[src/core/ots_pkg.sv]
// constants shared by the terminal status word exchange design
// assumes a single 100 MHz clock and a word-wide request port towards the host controller
package ots_pkg;

   localparam int          CLK_NS          = 10;
   localparam int          POLL_NS         = 1000;
   localparam int          POLL_CYC        = (POLL_NS + CLK_NS - 1) / CLK_NS;

   localparam int          CTL_WORDS       = 4;
   localparam logic [1:0]  CTL_SCREEN_OFS  = 2'h0;
   localparam logic [1:0]  CTL_COPY_SRC_OFS = 2'h1;
   localparam logic [1:0]  CTL_COPY_DST_OFS = 2'h2;
   localparam logic [1:0]  CTL_BITS_OFS    = 2'h3;

   localparam int          NTF_WORDS       = 3;
   localparam logic [1:0]  NTF_SCREEN_OFS  = 2'h0;
   localparam logic [1:0]  NTF_TABLE_OFS   = 2'h1;
   localparam logic [1:0]  NTF_STATUS_OFS  = 2'h2;

   localparam int          CTL_BACKLIGHT_BIT = 15;
   localparam int          CTL_BUZZER_BIT    = 14;
   localparam int          CTL_PRIORITY_BIT  = 13;
   localparam int          COPY_TYPE_LSB     = 12;
   localparam logic [3:0]  COPY_TYPE_STRING  = 4'h0;
   localparam logic [3:0]  COPY_TYPE_NUMERAL = 4'h1;

   localparam int          NTF_RUN_BIT       = 15;
   localparam int          NTF_SCR_STB_BIT   = 14;
   localparam int          NTF_NUM_STB_BIT   = 13;
   localparam int          NTF_PRIO_BIT      = 12;

   localparam logic [4:0]  NUM_WORDS_MAX   = 5'h02;
   localparam logic [4:0]  STR_WORDS_MAX   = 5'h10;
   localparam logic [15:0] SCREEN_CLEAR    = 16'h0000;
   localparam logic [15:0] WORD_RST        = 16'h0000;

   typedef enum logic [2:0] {
      ST_IDLE,
      ST_CTRL,
      ST_APPLY,
      ST_NOTIFY,
      ST_ELEM,
      ST_EVENT
   } ots_state_type;

endpackage

[src/core/ots_flag.sv]
// sticky pending flag in which a set wins over a clear in the same cycle
// assumes set and clear are synchronous one-cycle pulses
`timescale 1ns/1ns
`default_nettype none
module ots_flag
(
   input  wire logic ref_clk_i,
   input  wire logic rst_b_i,
   input  wire logic set_i,
   input  wire logic clr_i,
   output var  logic flag_o
);
   import ots_pkg::*;

   typedef struct packed {
      logic flag;
   } ots_flag_type;

   ots_flag_type s_q;
   ots_flag_type s_d;

   always_comb
   begin
      s_d      = s_q;
      s_d.flag = set_i | (s_q.flag & ~clr_i);
   end

   always_ff @(posedge ref_clk_i or negedge rst_b_i)
   begin
      if (!rst_b_i)
         s_q <= '0;
      else
         s_q <= s_d;
   end

   assign flag_o = s_q.flag;
endmodule
`default_nettype wire

[src/core/ots_ctrl_decode.sv]
// decodes a freshly read control area against the copy held from the previous poll
// assumes both copies are stable registered words
`timescale 1ns/1ns
`default_nettype none
module ots_ctrl_decode
(
   input  wire logic [ots_pkg::CTL_WORDS-1:0][15:0] new_i,
   input  wire logic [ots_pkg::CTL_WORDS-1:0][15:0] old_i,
   input  wire logic                                one_to_many_i,
   output var  logic                                screen_switch_o,
   output var  logic                                copy_fire_o,
   output var  logic [11:0]                         copy_src_o,
   output var  logic [11:0]                         copy_dst_o,
   output var  logic [3:0]                          copy_type_o,
   output var  logic                                buzzer_o,
   output var  logic                                backlight_o,
   output var  logic                                priority_o
);
   import ots_pkg::*;

   always_comb
   begin
      // only a changed, nonzero number switches; zero clears the request
      screen_switch_o = (new_i[CTL_SCREEN_OFS] != old_i[CTL_SCREEN_OFS]) &&
                        (new_i[CTL_SCREEN_OFS] != SCREEN_CLEAR);
      copy_fire_o     = (new_i[CTL_COPY_SRC_OFS] != old_i[CTL_COPY_SRC_OFS]) ||
                        (new_i[CTL_COPY_DST_OFS] != old_i[CTL_COPY_DST_OFS]);
      copy_src_o      = new_i[CTL_COPY_SRC_OFS][11:0];
      copy_dst_o      = new_i[CTL_COPY_DST_OFS][11:0];
      copy_type_o     = new_i[CTL_COPY_DST_OFS][COPY_TYPE_LSB +: 4];
      buzzer_o        = new_i[CTL_BITS_OFS][CTL_BUZZER_BIT];
      backlight_o     = new_i[CTL_BITS_OFS][CTL_BACKLIGHT_BIT];
      priority_o      = new_i[CTL_BITS_OFS][CTL_PRIORITY_BIT] & one_to_many_i;
   end
endmodule
`default_nettype wire

[src/core/ots_exchange.sv]
// operator terminal side of the status word exchange with the host controller
// assumes the link is abstracted to one word request at a time, answered by a one-cycle acknowledge
`timescale 1ns/1ns
`default_nettype none
module ots_exchange
#(
   parameter int NUM_ELEM = 4
)
(
   input  wire logic                   ref_clk_i,
   input  wire logic                   rst_b_i,
   input  wire logic [15:0]            ctl_base_i,
   input  wire logic [15:0]            ntf_base_i,
   input  wire logic                   one_to_many_i,
   input  wire logic                   op_status_i,
   input  wire logic [NUM_ELEM*16-1:0] elem_addr_i,
   output var  logic [NUM_ELEM*16-1:0] elem_value_o,
   input  wire logic                   ev_valid_i,
   input  wire logic [15:0]            ev_addr_i,
   input  wire logic [4:0]             ev_len_i,
   input  wire logic                   ev_numeral_i,
   input  wire logic [11:0]            ev_table_i,
   input  wire logic [255:0]           ev_data_i,
   output var  logic                   ev_busy_o,
   output var  logic                   ev_reject_o,
   output var  logic                   req_valid_o,
   output var  logic                   req_write_o,
   output var  logic [15:0]            req_addr_o,
   output var  logic [15:0]            req_wdata_o,
   input  wire logic                   host_ack_i,
   input  wire logic [15:0]            host_rdata_i,
   output var  logic [15:0]            screen_o,
   output var  logic                   buzzer_o,
   output var  logic                   backlight_o,
   output var  logic                   priority_reg_o,
   output var  logic                   copy_req_o,
   output var  logic [11:0]            copy_src_o,
   output var  logic [11:0]            copy_dst_o,
   output var  logic [3:0]             copy_type_o
);
   import ots_pkg::*;

   typedef struct packed {
      ots_state_type                  st;
      logic [15:0]                    cnt;
      logic [4:0]                     idx;
      logic                           req_valid;
      logic                           req_write;
      logic [15:0]                    req_addr;
      logic [15:0]                    req_wdata;
      logic [CTL_WORDS-1:0][15:0]     shadow;
      logic [CTL_WORDS-1:0][15:0]     ctl;
      logic [15:0]                    screen;
      logic                           buzzer;
      logic                           backlight;
      logic                           prio;
      logic                           copy_req;
      logic [11:0]                    copy_src;
      logic [11:0]                    copy_dst;
      logic [3:0]                     copy_type;
      logic [NUM_ELEM-1:0][15:0]      elem_val;
      logic                           ev_hold;
      logic [15:0]                    ev_addr;
      logic [4:0]                     ev_len;
      logic                           ev_numeral;
      logic [11:0]                    ev_table;
      logic [15:0][15:0]              ev_data;
      logic                           ev_reject;
      logic [11:0]                    num_table;
   } ots_exch_type;

   ots_exch_type s_q;
   ots_exch_type s_d;

   logic        ack;
   logic        dec_switch;
   logic        dec_copy;
   logic [11:0] dec_src;
   logic [11:0] dec_dst;
   logic [3:0]  dec_type;
   logic        dec_buzzer;
   logic        dec_backlight;
   logic        dec_prio;
   logic        scr_word_set;
   logic        scr_word_clr;
   logic        scr_stb_set;
   logic        scr_stb_clr;
   logic        num_word_set;
   logic        num_word_clr;
   logic        num_stb_set;
   logic        num_stb_clr;
   logic        scr_word_pend;
   logic        scr_stb_pend;
   logic        num_word_pend;
   logic        num_stb_pend;
   logic [15:0] status_word;
   logic [4:0]  ev_limit;

   assign ack = host_ack_i & s_q.req_valid;

   ots_ctrl_decode u_decode
   (
      .new_i           (s_q.shadow),
      .old_i           (s_q.ctl),
      .one_to_many_i   (one_to_many_i),
      .screen_switch_o (dec_switch),
      .copy_fire_o     (dec_copy),
      .copy_src_o      (dec_src),
      .copy_dst_o      (dec_dst),
      .copy_type_o     (dec_type),
      .buzzer_o        (dec_buzzer),
      .backlight_o     (dec_backlight),
      .priority_o      (dec_prio)
   );

   ots_flag u_scr_word
   (
      .ref_clk_i (ref_clk_i),
      .rst_b_i   (rst_b_i),
      .set_i     (scr_word_set),
      .clr_i     (scr_word_clr),
      .flag_o    (scr_word_pend)
   );

   ots_flag u_scr_stb
   (
      .ref_clk_i (ref_clk_i),
      .rst_b_i   (rst_b_i),
      .set_i     (scr_stb_set),
      .clr_i     (scr_stb_clr),
      .flag_o    (scr_stb_pend)
   );

   ots_flag u_num_word
   (
      .ref_clk_i (ref_clk_i),
      .rst_b_i   (rst_b_i),
      .set_i     (num_word_set),
      .clr_i     (num_word_clr),
      .flag_o    (num_word_pend)
   );

   ots_flag u_num_stb
   (
      .ref_clk_i (ref_clk_i),
      .rst_b_i   (rst_b_i),
      .set_i     (num_stb_set),
      .clr_i     (num_stb_clr),
      .flag_o    (num_stb_pend)
   );

   always_comb
   begin
      // a strobe is only shown once its companion word has reached the host
      status_word                  = WORD_RST;
      status_word[NTF_RUN_BIT]     = op_status_i;
      status_word[NTF_SCR_STB_BIT] = scr_stb_pend & ~scr_word_pend;
      status_word[NTF_NUM_STB_BIT] = num_stb_pend & ~num_word_pend;
      status_word[NTF_PRIO_BIT]    = s_q.prio;
   end

   always_comb
   begin
      s_d          = s_q;
      s_d.copy_req = 1'b0;
      s_d.ev_reject = 1'b0;
      scr_word_set = 1'b0;
      scr_word_clr = 1'b0;
      scr_stb_set  = 1'b0;
      scr_stb_clr  = 1'b0;
      num_word_set = 1'b0;
      num_word_clr = 1'b0;
      num_stb_set  = 1'b0;
      num_stb_clr  = 1'b0;
      ev_limit     = ev_numeral_i ? NUM_WORDS_MAX : STR_WORDS_MAX;
      if (ack)
      begin
         s_d.req_valid = 1'b0;
      end
      case (s_q.st)
         ST_IDLE:
         begin
            if (s_q.cnt == 16'h0000)
            begin
               s_d.st  = ST_CTRL;
               s_d.idx = 5'h00;
            end
            else
            begin
               s_d.cnt = s_q.cnt - 16'h0001;
            end
         end
         ST_CTRL:
         begin
            if (!s_q.req_valid)
            begin
               s_d.req_valid = 1'b1;
               s_d.req_write = 1'b0;
               s_d.req_addr  = ctl_base_i + {14'h0000, s_q.idx[1:0]};
            end
            else if (ack)
            begin
               s_d.shadow[s_q.idx[1:0]] = host_rdata_i;
               if (s_q.idx[1:0] == CTL_BITS_OFS)
                  s_d.st = ST_APPLY;
               else
                  s_d.idx = s_q.idx + 5'h01;
            end
         end
         ST_APPLY:
         begin
            if (dec_switch)
            begin
               s_d.screen   = s_q.shadow[CTL_SCREEN_OFS];
               scr_word_set = 1'b1;
               scr_stb_set  = 1'b1;
            end
            if (dec_copy)
            begin
               s_d.copy_req  = 1'b1;
               s_d.copy_src  = dec_src;
               s_d.copy_dst  = dec_dst;
               s_d.copy_type = dec_type;
            end
            s_d.buzzer    = dec_buzzer;
            s_d.backlight = dec_backlight;
            s_d.prio      = dec_prio;
            s_d.ctl       = s_q.shadow;
            s_d.st        = ST_NOTIFY;
            s_d.idx       = 5'h00;
         end
         ST_NOTIFY:
         begin
            if (!s_q.req_valid)
            begin
               if (s_q.idx[1:0] == NTF_SCREEN_OFS && !scr_word_pend)
                  s_d.idx = s_q.idx + 5'h01;
               else if (s_q.idx[1:0] == NTF_TABLE_OFS && !num_word_pend)
                  s_d.idx = s_q.idx + 5'h01;
               else
               begin
                  s_d.req_valid = 1'b1;
                  s_d.req_write = 1'b1;
                  s_d.req_addr  = ntf_base_i + {14'h0000, s_q.idx[1:0]};
                  if (s_q.idx[1:0] == NTF_SCREEN_OFS)
                     s_d.req_wdata = s_q.screen;
                  else if (s_q.idx[1:0] == NTF_TABLE_OFS)
                     s_d.req_wdata = {4'h0, s_q.num_table};
                  else
                     s_d.req_wdata = status_word;
               end
            end
            else if (ack)
            begin
               if (s_q.idx[1:0] == NTF_SCREEN_OFS)
                  scr_word_clr = 1'b1;
               else if (s_q.idx[1:0] == NTF_TABLE_OFS)
                  num_word_clr = 1'b1;
               else
               begin
                  // a strobe that reached the host falls back on the next round
                  scr_stb_clr = s_q.req_wdata[NTF_SCR_STB_BIT];
                  num_stb_clr = s_q.req_wdata[NTF_NUM_STB_BIT];
               end
               if (s_q.idx[1:0] == NTF_STATUS_OFS)
               begin
                  s_d.st  = ST_ELEM;
                  s_d.idx = 5'h00;
               end
               else
                  s_d.idx = s_q.idx + 5'h01;
            end
         end
         ST_ELEM:
         begin
            if (!s_q.req_valid)
            begin
               s_d.req_valid = 1'b1;
               s_d.req_write = 1'b0;
               s_d.req_addr  = elem_addr_i[s_q.idx * 16 +: 16];
            end
            else if (ack)
            begin
               s_d.elem_val[s_q.idx] = host_rdata_i;
               if (s_q.idx == 5'(NUM_ELEM - 1))
               begin
                  s_d.st  = ST_EVENT;
                  s_d.idx = 5'h00;
               end
               else
                  s_d.idx = s_q.idx + 5'h01;
            end
         end
         ST_EVENT:
         begin
            if (!s_q.ev_hold)
            begin
               s_d.st  = ST_IDLE;
               s_d.cnt = 16'(POLL_CYC - 1);
            end
            else if (!s_q.req_valid)
            begin
               s_d.req_valid = 1'b1;
               s_d.req_write = 1'b1;
               s_d.req_addr  = s_q.ev_addr + {11'h000, s_q.idx};
               s_d.req_wdata = s_q.ev_data[s_q.idx[3:0]];
            end
            else if (ack)
            begin
               if (s_q.idx == s_q.ev_len - 5'h01)
               begin
                  s_d.ev_hold = 1'b0;
                  if (s_q.ev_numeral)
                  begin
                     s_d.num_table = s_q.ev_table;
                     num_word_set  = 1'b1;
                     num_stb_set   = 1'b1;
                  end
                  s_d.st  = ST_IDLE;
                  s_d.cnt = 16'(POLL_CYC - 1);
               end
               else
                  s_d.idx = s_q.idx + 5'h01;
            end
         end
         default:
         begin
            s_d.st        = ST_IDLE;
            s_d.req_valid = 1'b0;
         end
      endcase
      // a table or touch change is taken only while no earlier one is held
      if (ev_valid_i && !s_q.ev_hold)
      begin
         if (ev_len_i == 5'h00 || ev_len_i > ev_limit)
            s_d.ev_reject = 1'b1;
         else
         begin
            s_d.ev_hold    = 1'b1;
            s_d.ev_addr    = ev_addr_i;
            s_d.ev_len     = ev_len_i;
            s_d.ev_numeral = ev_numeral_i;
            s_d.ev_table   = ev_table_i;
            s_d.ev_data    = ev_data_i;
         end
      end
   end

   always_ff @(posedge ref_clk_i or negedge rst_b_i)
   begin
      if (!rst_b_i)
         s_q <= '0;
      else
         s_q <= s_d;
   end

   assign elem_value_o   = s_q.elem_val;
   assign ev_busy_o      = s_q.ev_hold;
   assign ev_reject_o    = s_q.ev_reject;
   assign req_valid_o    = s_q.req_valid;
   assign req_write_o    = s_q.req_write;
   assign req_addr_o     = s_q.req_addr;
   assign req_wdata_o    = s_q.req_wdata;
   assign screen_o       = s_q.screen;
   assign buzzer_o       = s_q.buzzer;
   assign backlight_o    = s_q.backlight;
   assign priority_reg_o = s_q.prio;
   assign copy_req_o     = s_q.copy_req;
   assign copy_src_o     = s_q.copy_src;
   assign copy_dst_o     = s_q.copy_dst;
   assign copy_type_o    = s_q.copy_type;
endmodule
`default_nettype wire

[config.mk]
export PLATFORM = sky130hd
export DESIGN_NAME = ots_exchange
export DESIGN_NICKNAME = d
export VERILOG_FILES = /design/src/core/ots_pkg.sv /design/src/core/ots_flag.sv /design/src/core/ots_ctrl_decode.sv /design/src/core/ots_exchange.sv
export SDC_FILE = /design/constraint.sdc
export NUM_CORES = 1
export LEC_CHECK = 0
export BUFFER_PORTS_ARGS = -buffer_cell sky130_fd_sc_hd__buf_2
export CAP_MARGIN = 10
export CORE_ASPECT_RATIO = 0.9
export CORE_MARGIN = 3
export CORE_UTILIZATION = 30
export CTS_CLUSTER_DIAMETER = 200
export CTS_CLUSTER_SIZE = 25
export DETAILED_ROUTE_END_ITERATION = 10
export PLACE_DENSITY = 0.6
export RECOVER_POWER = 100
export SYNTH_ARGS = -nofsm -noshare
export SYNTH_HDL_FRONTEND = slang
export SYNTH_HIERARCHICAL = 1
export SYNTH_SLANG_ARGS = --single-unit
[constraint.sdc]
create_clock -name ref_clk_i -period 4.2 [get_ports ref_clk_i]
set_input_delay 0.84 -clock ref_clk_i [delete_from_list [all_inputs] [get_ports ref_clk_i]]
set_output_delay 0.84 -clock ref_clk_i [all_outputs]
set_load 0.05 [all_outputs]
**Yosys cells after proc, flatten, opt, wreduce, memory -nomap -nowiden**

Cells that the tools add are included.
W data, S select, Z words.

- Add/sub/neg operators: 6
- Multipliers: 0
- Div/mod/pow operators: 0
- $lt $le $gt $ge: 6
- Equality and inequality tests: 40
- Shift operators: 1
- Muxes and demuxes: 90
- Bitwise operators: 19
- Reduce and logical (&&, ||, !) cells: 32

Operators by type and width:

| cell | number |
|---|---|
| $mux W292 | 1 |
| $mux W291 | 1 |
| $mux W34 | 4 |
| $bwmux W64 | 2 |
| $mux W16 | 6 |
| $mux W5 | 14 |
| $pmux W17 S4 | 1 |
| $bmux W16 S4 | 1 |
| $demux W16 S2 | 2 |
| $pmux W16 S2 | 2 |
| $shiftx A64 B10 Y16 | 1 |
| $mux W29 | 2 |
| $mux W24 | 2 |
| $ne A16 B16 Y1 | 3 |
| $ne A2 B2 Y1 const B | 22 |
| $mux W39 | 1 |
| $mux W19 | 2 |
| $mux W18 | 2 |
| $mux W1 | 34 |
| $add A16 B2 Y16 | 2 |
| $mux W3 | 10 |
| $pmux W5 S6 | 1 |
| $reduce_and A13 Y1 | 2 |
| $pmux W3 S6 | 1 |
| other kinds (40) | 75 |

- Register bits: 590
- Bits in latches: 0
- Bits in writable memories: 0
- ROM bits: 0
- Input port bits: 408
- Output and inout bits: 148
- Word-level logic and storage cells: 247
- Memories: 0

**Logic depth before layout (Yosys ltp)**

Gate-level depths: netlist (run 1).

- Depth after elaboration: 9
- Gate-level depth with buffers: 14
- Mapped depth without buffers: 9

**By module**

The synthesis (run 1) kept the hierarchy.

By module, submodules not included:

| module | instances | cells an instance | area an instance (µm²) | sequential area each (µm²) |
|---|---|---|---|---|
| ots_exchange | 1 | 2,028 | 28,452.3 | 15,064.4 |
| ots_ctrl_decode | 1 | 101 | 787.0 | 0.0 |
| ots_flag | 4 | 3 | 36.3 | 25.0 |

**Worst setup path before layout (run 1)**

No wires, ideal clock.

- Path type: register -> register
- Start point: register s_q[579] (netlist bit)
- End point: register s_q, in the netlist req_addr_o[7]
- Setup time: 121 ps
- Arrival: 2,964 ps
- Required time: 4,079 ps
- Path slack: 1,115 ps
- Cell stages (with the launch flop): 13
- Buffers on the path: 5
- Period minus slack after synthesis: 3,085 ps
- Cells stage by stage: dfrtp_1 -> buf_2 -> buf_2 -> buf_2 -> inv_1 -> ha_1 -> buf_2 -> a22o_1 -> a2111o_1 -> buf_2 -> a221oi_1 -> o21ai_1 -> o22a_1

- Cells in the longest elaborated chain, start to end: 5
- Elaborated cells on any way between the ends: 19
- Those cells by class: 3 x add/sub; 3 x eq/ne; 1 x shift; 8 x mux; 4 x reduce/logical

Ends and longest elaborated chain:

| what | line | text |
|---|---|---|
| from (decl) | ots_exchange.sv:72 | `ots_exch_type s_q;` |
| from (signal assigned) | ots_exchange.sv:352 | `s_q <= '0;` |
| from (signal assigned) | ots_exchange.sv:354 | `s_q <= s_d;` |
| $add A16 B2 Y16 | ots_exchange.sv:244 | `s_d.req_addr = ntf_base_i + {14'h0000, s_q.idx[1:0]};` |
| $mux W34 | ots_exchange.sv:238 | `else if (s_q.idx[1:0] == NTF_TABLE_OFS && !num_word_pend)` |
| $mux W34 | ots_exchange.sv:236 | `if (s_q.idx[1:0] == NTF_SCREEN_OFS && !scr_word_pend)` |
| $mux W34 | ots_exchange.sv:234 | `if (!s_q.req_valid)` |
| $pmux W17 S4 | ots_exchange.sv:180 | `case (s_q.st)` |

Parallel ways exist; a longest one is shown, timed or not. The select of a mux whose other input is x is not followed.
A chain may end at the register's enable or synchronous reset.

**Worst setup path after layout (run 1)**

- Start point: register s_q[579] (netlist bit)
- End point: register s_q, in the netlist elem_value_o[16]

- Cells in the longest elaborated chain, start to end: 5
- Elaborated cells on any way between the ends: 6
- Those cells by class: 2 x order compare; 3 x mux; 1 x reduce/logical

Ends and longest elaborated chain:

| what | line | text |
|---|---|---|
| $ge A5 B1 Y1 (not written as such) or $lt A5 B3 Y1 (tied branches) | ots_exchange.sv:284 | `s_d.elem_val[s_q.idx] = host_rdata_i;` |
| $logic_and A1 B1 Y1 (not written as such) | ots_exchange.sv:284 |  |
| $mux W16 (not written as such) | ots_exchange.sv:284 |  |
| $demux W16 S2 * | ots_exchange.sv:284 |  |
| $bwmux W64 * | ots_exchange.sv:284 |  |

Every way passes the cells marked *; elsewhere a longest branch is shown, timed or not.

==> results of run 1 <==
-- cell usage in the layout (no fill, tap or decap), types with 5 or more instances in the layout --
| master | count |
|---|---|
| nor2b_1 | 11 |
| clkbuf_16 | 27 |
| nor4_1 | 8 |
| o221ai_1 | 6 |
| and2_1 | 8 |
| nand3_1 | 18 |
| a21oi_1 | 70 |
| nor3_1 | 27 |
| clkbuf_1 | 170 |
| and4_1 | 7 |
| a21o_1 | 6 |
| and2_0 | 5 |
| o21ai_0 | 18 |
| buf_4 | 14 |
| o21a_1 | 6 |
| mux2_2 | 127 |
| xnor2_1 | 76 |
| ha_1 | 19 |
| mux2_1 | 385 |
| nor2_1 | 75 |
| nand2b_1 | 5 |
| xor2_1 | 31 |
| nand2_1 | 58 |
| or3_1 | 7 |
| buf_12 | 8 |
| diode_2 | 16 |
| inv_1 | 18 |
| mux4_2 | 91 |
| buf_2 | 406 |
| and3_1 | 17 |
| dfrtp_1 | 574 |
| nand4_1 | 23 |
-- registers in the layout, indices dropped and copies added (netlist names), 4 cells and up --
signal,count
req_wdata_o,16
copy_type_o,4
copy_dst_o,12
elem_value_o,64
screen_o,16
s_q,425
copy_src_o,12
req_addr_o,16
-- metrics by stage --
step	instances	util (%)	total power [mW]	worst slack, ns
2_1_floorplan	2083	-	9.338	1.115
5_1_grt	3671	33.87	14.25	0.4969
6_report	3682	33.90	13.43	0.7767
3_5_place_dp	3634	33.45	10.67	1.013
4_1_cts	3666	34.22	13.74	0.9954
3_3_place_gp	3634	33.45	10.55	0.9928
-- how the worst max path moves through the flow --
stage | depth (start not counted) | start | slack (ns) | end
5_1_grt | 6 | s_q[579]$_DFFE_PN0P_ | 0.50 | elem_value_o[18]$_DFFE_PN0P_
6_report | 6 | s_q[579]$_DFFE_PN0P_ | 0.78 | elem_value_o[16]$_DFFE_PN0P_
4_1_cts | 6 | s_q[579]$_DFFE_PN0P_ | 1.0 | req_wdata_o[0]$_DFFE_PN0P_
2_1_floorplan | 12 | s_q[579]$_DFFE_PN0P_ | 1.12 | req_addr_o[7]$_DFFE_PN0P_
3_5_place_dp | 6 | s_q[579]$_DFFE_PN0P_ | 1.01 | req_wdata_o[0]$_DFFE_PN0P_
3_3_place_gp | 6 | s_q[579]$_DFFE_PN0P_ | 0.99 | req_wdata_o[0]$_DFFE_PN0P_
-- power breakdown --
| part | leakage [nW] | total, mW | switching, mW | internal (mW) |
|---|---|---|---|---|
| Clock | 0.350 | 3.01 | 1.83 | 1.18 |
| Combinational | 6.47 | 2.66 | 1.11 | 1.55 |
| Sequential | 7.38 | 7.76 | 0.827 | 6.94 |
-- layout make-up --
| type | instances | area share, % |
|---|---|---|
| repair buffers | 601 | 9.350 |
| clock inverters | 3 | 0.1148 |
| inverters | 19 | 0.2256 |
| diodes | 16 | 0.1267 |
| multi-input cells | 1195 | 37.40 |
| clock buffers | 29 | 2.161 |
| well taps | 1242 | 4.916 |
| flip-flops and latches | 577 | 45.71 |
-- layer usage --
layer  track usage (%)  vias to the layer above  wire [um]
li1                  -                     7990          -
met1             22.58                     9047      36760
met2             26.56                      467      38370
met3             4.531                      109       6018
met4             3.649                       32       2072
met5                 0                        -        217
-- worst reg2reg max path, cell delays in order (launching register included) --
cell and delay, ns:
dfrtp_4 0.49, inv_1 0.21, ha_1 0.19, clkbuf_1 0.65
and2_0 0.31, clkbuf_1 0.98, mux2_2 0.44
==> results.py, run 1 <==
metrics = {
    "layout": {
        "fillers": 9387,
        "regArea_um2": 14450,
        "multi_input_area_um2": 11820,
        "layout.nets": 2851,
        "drive_above_1_share_pct": 28.71,
        "area.growth.synth_to_final_pct": 11.65,
        "design_area_um2": 31610,
    },
    "place": {
        "place_congestion": 0.9035,
        "portBuffers": 555,
        "postPlaceCellArea_um2": 31190,
        "post-dp-hpwl_um": 64120,
    },
    "sta": {
        "max_freq_ghz": 0.2921,
        "worst_pin_slew_ns": 3.106,
        "relSlewSlack_pct": -107.1,
        "setup_violations": 0,
        "post-route-period-util_pct": 81.51,
        "worst_clock_skew_ns": 0.05357,
        "setup-tns-final_ns": 0,
        "worst_hold_slack_ns": 0.3882,
        "fin_crit_ns": 3.423,
        "slew_violations": 464,
        "rsz0062_at_grt": "no",
        "final-hold-violation-count": 0,
    },
    "min_path": {
        "whs_path_depth": 2,
        "min_to": "s_q[116]$_DFFE_PN0P_",
        "hp-class": "in2reg",
        "hold_path_startpoint": "ev_data_i[103]",
    },
    "die": {
        "die_area_um2": 98090,
        "core_area_um2": 93240,
        "rows": 106,
        "die_w_um": 329.8,
        "ioPinCount": 556,
        "start_util_pct": 30.36,
        "die_h_um": 297.4,
    },
    "critical_path": {
        "cp_slowest_cell": "clkbuf_1",
        "cp_num_buf_inv": 3,
        "timing.rr.end": "elem_value_o[16]$_DFFE_PN0P_",
        "rr_startpoint": "s_q[579]$_DFFE_PN0P_",
        "crit_chain": "inv_1 > ha_1 > clkbuf_1 > and2_0 > clkbuf_1 > mux2_2",
        "r2r_slack_ns": 0.78,
        "critPathTopFamily": "buffers and inverters",
        "start_kind": "flop",
        "r2r_cells": 6,
        "arrival_ns": 3.92,
        "path_max_fanout": 19,
        "cp_common_cell": "clkbuf_1",
        "required_ns": 4.69,
        "end_kind": "flop",
        "cp_slowest_stage_delay_ns": 0.98,
        "critPathKind": "reg2reg",
    },
    "route": {
        "vias_per_cell": 4.792,
        "routedWlPerCell_um": 22.66,
        "drt_wl_total_um": 83430,
        "detail-route-antenna-nets": 0,
        "first_pass_iters": 5,
        "vias": 17645,
        "initialDrtViolationCount": 904,
        "drc": 0,
    },
    "synthesis": {
        "netlist_area_um2": 28310,
        "syn-num-nets": 2513,
        "synth_cells": 2083,
        "yosysWarnings": 6,
        "syn_avg_cell_area_um2": 13.59,
    },
    "global_route": {
        "grt_use_total_pct": 16.64,
        "antenna_found_initial": 36,
        "grt_max_degree": 111,
        "grt_pass1_vias": 18045,
        "grt_overflow": 0,
        "grt_first_pass_wirelength_um": 122500,
    },
    "clock_network": {
        "cts-resized-gates": 0,
        "holdBufCountCts": 0,
        "cts.path.max_buffers": 3,
        "cts_inserted_buffers": 27,
        "numClockSinks": 577,
        "tritoncts": "built",
        "h-tree-depth": 1,
        "clkLatencyLatePin_ns": 0.65,
        "cts_setup_buffers": 0,
        "cts_root_buf": "clkbuf_16",
        "clk_pin_slew_ns": 0.12,
    },
    "run": {
        "maxCapViolations": 8,
    },
    "status": {
        "status": "complete, but fails checks",
        "violations": "capacitance limit, slew limit",
    },
    "power_and_ir_drop": {
        "powerDensity_nw_per_um2": 425.0,
        "leakage_nw": 14.19,
        "ir_worst_vdd_mv": 0.3804,
    },
}
Power figures use the tool's default switching activity.
==> run 2: changes to the inputs <==
==> constraint.sdc (replaced) <==
create_clock -name ref_clk_i -period 3.4 [get_ports ref_clk_i]
set_input_delay 0.68 -clock ref_clk_i [delete_from_list [all_inputs] [get_ports ref_clk_i]]
set_output_delay 0.68 -clock ref_clk_i [all_outputs]
set_load 0.05 [all_outputs]
==> results.py, run 2 (same netlist as run 1, synthesis figures left out) <==
metrics = {
    "route": {
        "first_pass_iters": 5,
        "vias": 17620,
        "drc": 0,
        "routedWlPerCell_um": 22.39,
        "detail-route-antenna-nets": 0,
        "initialDrtViolationCount": 1031,
        "drt_wl_total_um": 82650,
        "vias_per_cell": 4.772,
    },
    "global_route": {
        "antenna_found_initial": 27,
        "grt_use_total_pct": 16.36,
        "grt_overflow": 0,
        "grt_first_pass_wirelength_um": 120400,
        "grt_pass1_vias": 17982,
        "grt_max_degree": 96,
    },
    "die": {
        "start_util_pct": 30.36,
        "die_area_um2": 98090,
        "die_h_um": 297.4,
        "rows": 106,
        "core_area_um2": 93240,
        "die_w_um": 329.8,
        "ioPinCount": 556,
    },
    "sta": {
        "slew_violations": 0,
        "post-route-period-util_pct": 91.66,
        "final-hold-violation-count": 0,
        "rsz0062_at_grt": "no",
        "max_freq_ghz": 0.3209,
        "setup_violations": 0,
        "worst_clock_skew_ns": 0.04657,
        "fin_crit_ns": 3.117,
        "relSlewSlack_pct": 5.480,
        "setup-tns-final_ns": 0,
        "worst_pin_slew_ns": 1.418,
    },
    "critical_path": {
        "required_ns": 3.90,
        "path_max_fanout": 19,
        "arrival_ns": 3.62,
        "critPathTopFamily": "buffers and inverters",
        "end_kind": "flop",
        "cp_num_buf_inv": 2,
        "start_kind": "flop",
        "cp_slowest_cell": "nor3b_1",
        "crit_chain": "clkbuf_2 > nor3b_1 > clkbuf_1 > mux2_2",
        "cp_slowest_stage_delay_ns": 0.97,
        "critPathKind": "reg2reg",
    },
    "run": {
        "maxCapViolations": 0,
    },
    "power_and_ir_drop": {
        "powerDensity_nw_per_um2": 524.0,
        "ir_worst_vdd_mv": 0.3629,
        "leakage_nw": 14.31,
        "power_mw": 16.64,
    },
    "layout": {
        "regArea_um2": 14450,
        "layout.nets": 2863,
        "largest_register": "s_q",
        "fillers": 9345,
        "final_common_cell": "dfrtp_1",
        "drive_above_1_share_pct": 29.28,
        "multi_input_area_um2": 11820,
        "largest_reg_flops": 425,
        "most-common-layout-cells": "575 x dfrtp_1, 404 x buf_2, 385 x mux2_1",
        "area.growth.synth_to_final_pct": 12.15,
    },
    "clock_network": {
        "cts_root_buf": "clkbuf_16",
        "h-tree-depth": 1,
        "cts.path.max_buffers": 3,
        "clk_pin_slew_ns": 0.12,
        "numClockSinks": 577,
        "cts_inserted_buffers": 27,
        "clkLatencyLatePin_ns": 0.65,
        "cts-resized-gates": 0,
        "tritoncts": "built",
    },
    "status": {
        "status": "complete, no violations",
    },
    "place": {
        "place_congestion": 0.8856,
        "post-dp-hpwl_um": 63060,
        "portBuffers": 555,
    },
    "min_path": {
        "hp-class": "in2reg",
    },
}
## run 2: cell types whose count changed in the layout (fill, tap and decap cells not counted), moves of 2 or more
cell	previous run	this run
o21ai_1	3	5
o21ai_0	18	16
clkbuf_4	1	4
buf_12	8	11
clkbuf_2	4	15
buf_2	406	404
clkbuf_1	170	163
## run 2: report_power, final
| part | total, mW | internal, mW | switching (mW) |
|---|---|---|---|
| logic | 3.34 | 1.92 | 1.42 |
| registers | 9.55 | 8.57 | 0.986 |
| clock network | 3.75 | 1.46 | 2.28 |
## run 2: final timing paths
check	startpoint	end	slack [ns]	cells past startpoint
max in group asynchronous	rst_b_i	s_q[150]$_DFFE_PN0P_	0.56	3
hold reg to reg	u_num_stb/flag_o$_DFF_PN0_	u_num_stb/flag_o$_DFF_PN0_	0.49	1
min in group asynchronous	rst_b_i	s_q[22]$_DFFE_PN0P_	0.92	2
setup reg to reg	s_q[599]$_DFFE_PN0P_	s_q[422]$_DFFE_PN0P_	0.28	4
setup / recovery	s_q[599]$_DFFE_PN0P_	s_q[422]$_DFFE_PN0P_	0.28	4
hold / removal	ev_data_i[139]	s_q[152]$_DFFE_PN0P_	0.23	2
## run 2: metrics by stage
| stage | hold slack [ns] | util, % | std cells | area, um^2 | setup slack, ns |
|---|---|---|---|---|---|
| floorplan | 0.3844 | - | 2083 | 28310 | 0.3151 |
| global placement | 0.4530 | 33.66 | 3645 | 31380 | 0.5370 |
| detailed placement | 0.4653 | 33.66 | 3645 | 31380 | 0.4953 |
| CTS | 0.1621 | 34.45 | 3677 | 32120 | 0.4321 |
| global route | 0.1879 | 34.02 | 3682 | 31720 | 0.1331 |
| finish | 0.2294 | 34.05 | 3692 | 31750 | 0.2834 |
## run 2: repair_timing
action	in CTS	in global routing
hold endpoints to repair	36	0
setup buffers	0	0
hold buffers	1	0
## run 2: final cells by class
type	instances	share of cell area, %
diodes	15	0.1182
clock buffers	28	2.140
clock inverters	3	0.1498
inverters	19	0.2246
multi-input cells	1195	37.24
flip-flops and latches	577	45.50
well taps	1242	4.895
repair buffers	613	9.730
## run 2: layer usage
layer | global-route usage [%] | part of all wire, % | vias up
li1 | - | - | 8008
met1 | 22.45 | 45 | 9047
met2 | 26.34 | 47 | 466
met3 | 4.205 | 7.0 | 85
met4 | 2.864 | 1.8 | 14
met5 | 0 | 0.11 | -
==> run 3: changes to the inputs <==
--- a/config.mk
+++ b/config.mk
@@ -5,6 +5,7 @@
 export SDC_FILE = /design/constraint.sdc
 export NUM_CORES = 1
 export LEC_CHECK = 0
+export ABC_AREA = 1
 export BUFFER_PORTS_ARGS = -buffer_cell sky130_fd_sc_hd__buf_2
 export CAP_MARGIN = 10
 export CORE_ASPECT_RATIO = 0.9
==> results.py, run 3 <==
metrics = {
    "sta": {
        "rsz0062_at_grt": "no",
        "worst_clock_skew_ns": 0.03794,
        "setup_slack_ns": 0.5131,
        "setup-tns-final_ns": 0,
        "relSlewSlack_pct": -65.69,
        "final-hold-violation-count": 0,
        "worst_pin_slew_ns": 2.485,
        "fin_crit_ns": 2.887,
        "max_freq_ghz": 0.3464,
        "post-route-period-util_pct": 84.91,
        "slew_violations": 77,
        "setup_violations": 0,
    },
    "route": {
        "vias": 25455,
        "routedWlPerCell_um": 18.33,
        "first_pass_iters": 6,
        "vias_per_cell": 4.713,
        "wl_met2_um": 46140,
        "met3_length_um": 5376,
        "initialDrtViolationCount": 2075,
        "drt_wl_total_um": 99020,
        "top_layer": "met5",
        "drc": 0,
        "wl_met1_um": 44920,
        "detail-route-antenna-nets": 0,
    },
    "clock_network": {
        "holdBufCountCts": 0,
        "clk_pin_slew_ns": 0.12,
        "numClockSinks": 577,
        "cts_setup_buffers": 0,
        "h-tree-depth": 1,
        "tritoncts": "built",
        "cts_root_buf": "clkbuf_16",
        "cts.path.max_buffers": 3,
        "clkLatencyLatePin_ns": 0.64,
        "cts_inserted_buffers": 27,
        "cts-resized-gates": 0,
    },
    "global_route": {
        "grt_pass1_vias": 24900,
        "antenna_found_initial": 10,
        "grt_first_pass_wirelength_um": 151800,
        "grt_overflow": 0,
        "grt_max_degree": 106,
        "grt_use_total_pct": 18.90,
    },
    "run": {
        "maxCapViolations": 1,
    },
    "power_and_ir_drop": {
        "cellInternalPower_mw": 14.69,
        "ir_worst_vdd_mv": 0.4506,
        "p_clk_share_pct": 13.7,
        "switchingPower_mw": 13.04,
        "powerDensity_nw_per_um2": 843.8,
        "combPwrFrac_pct": 45.2,
        "p_sw_share_pct": 47.02,
        "seqPwrFrac_pct": 41.1,
        "leakage_nw": 16.88,
    },
    "die": {
        "die_w_um": 337.6,
        "die_h_um": 304.5,
        "die_area_um2": 102800,
        "ioPinCount": 556,
        "core_area_um2": 97290,
        "rows": 108,
        "start_util_pct": 30.52,
    },
    "critical_path": {
        "critical_path.startpoint": "s_q[601]$_DFFE_PN0P_",
        "critPathKind": "reg2reg",
        "critPathTopFamily": "simple AND/OR/NAND/NOR gates",
        "cp_common_cell": "nand2_1",
        "cp_num_buf_inv": 2,
        "r2r_slack_ns": 0.51,
        "end_kind": "flop",
        "crit_end": "req_addr_o[0]$_DFFE_PN0P_",
        "timing.rr.end": "req_addr_o[0]$_DFFE_PN0P_",
        "path_max_fanout": 29,
        "arrival_ns": 3.49,
        "cp.depth": 10,
        "rr_startpoint": "s_q[601]$_DFFE_PN0P_",
        "cp_slowest_cell": "inv_1",
        "cp_slowest_stage_delay_ns": 0.93,
        "required_ns": 4.00,
        "start_kind": "flop",
        "crit_chain": "inv_2 > nor2_4 > nand2_1 > nor2_4 > nand2_2 > inv_1 > a22oi_1 > nand3_1 > nand2_1 > nand2_1",
        "r2r_cells": 10,
    },
    "layout": {
        "largest_reg_flops": 425,
        "layout.nets": 4556,
        "most-common-layout-cells": "1015 x nand2_1, 575 x dfrtp_1, 516 x o21ai_0",
        "largest_register": "s_q",
        "drive_above_1_share_pct": 12.77,
        "area.growth.synth_to_final_pct": 10.67,
        "final_common_cell": "nand2_1",
        "final-instance-count-excl-fill": 5401,
    },
    "place": {
        "pre_cts_slack_ns": 0.6496,
        "post-dp-hpwl_um": 74800,
        "dp.cells": 5362,
        "place_congestion": 0.8867,
        "portBuffers": 555,
    },
    "synthesis": {
        "syn_avg_cell_area_um2": 7.737,
        "yosysWarnings": 6,
        "synth_cells": 3838,
        "netlist_area_um2": 29690,
        "syn-num-nets": 4268,
    },
    "status": {
        "status": "complete, but fails checks",
        "violations": "capacitance limit, slew limit",
    },
    "min_path": {
        "hp-class": "in2reg",
    },
}
-- run 3: layer usage --
| layer | GRT usage (%) | up-vias |
|---|---|---|
| met2 | 30.88 | 605 |
| met3 | 2.999 | 103 |
| met4 | 4.490 | 4 |
| met1 | 26.21 | 12234 |
| met5 | 0 | - |
| li1 | - | 12509 |
-- run 3: area by class of cell --
class / count / area [um^2]
clock inverters: 2 / 50.05
multi-input cells: 2444 / 11330
diodes: 8 / 20.02
flip-flops and latches: 577 / 14450
clock buffers: 29 / 683.2
fillers: 10552 / 64430
well taps: 1265 / 1583
inverters: 453 / 1702
repair buffers: 623 / 3047
-- run 3: worst min-delay path, stage by stage --
cell	delay, ns
buf_2	0.09
inv_1	0.03
o21ai_0	0.07
-- run 3: power by group through the flow --
| stage | clock [mW] | combinational [mW] | sequential [mW] |
|---|---|---|---|
| floorplan | 0 | 10.1 | 11.0 |
| global placement | 0 | 12.7 | 11.4 |
| global route | 4.16 | 14.2 | 11.7 |
| CTS | 3.98 | 12.9 | 11.4 |
| detailed placement | 0 | 12.9 | 11.5 |
| finish | 3.81 | 12.5 | 11.4 |
-- run 3: how the worst min path moves through the flow --
stage,startpoint,end,slack [ns],depth (start not counted)
floorplan,rst_b_i,backlight_o$_DFFE_PN0P_,0.38,0
global placement,u_num_word/flag_o$_DFF_PN0_,u_num_word/flag_o$_DFF_PN0_,0.45,2
detailed placement,backlight_o$_DFFE_PN0P_,backlight_o$_DFFE_PN0P_,0.45,2
CTS,rst_b_i,ev_reject_o$_DFF_PN0_,0.06,1
global route,ev_data_i[133],s_q[146]$_DFFE_PN0P_,0.25,3
finish,ev_data_i[232],s_q[245]$_DFFE_PN0P_,0.26,3
-- run 3: through the flow --
step | utilization, % | power, mW | hold WS [ns] | instance area (um^2)
2_1_floorplan | - | 21.11 | 0.3844 | 29690
3_3_place_gp | 33.48 | 24.12 | 0.4547 | 32570
3_5_place_dp | 33.48 | 24.35 | 0.4540 | 32570
4_1_cts | 34.23 | 28.25 | 0.06357 | 33300
5_1_grt | 33.76 | 30.06 | 0.2514 | 32850
6_report | 33.78 | 27.73 | 0.2644 | 32860
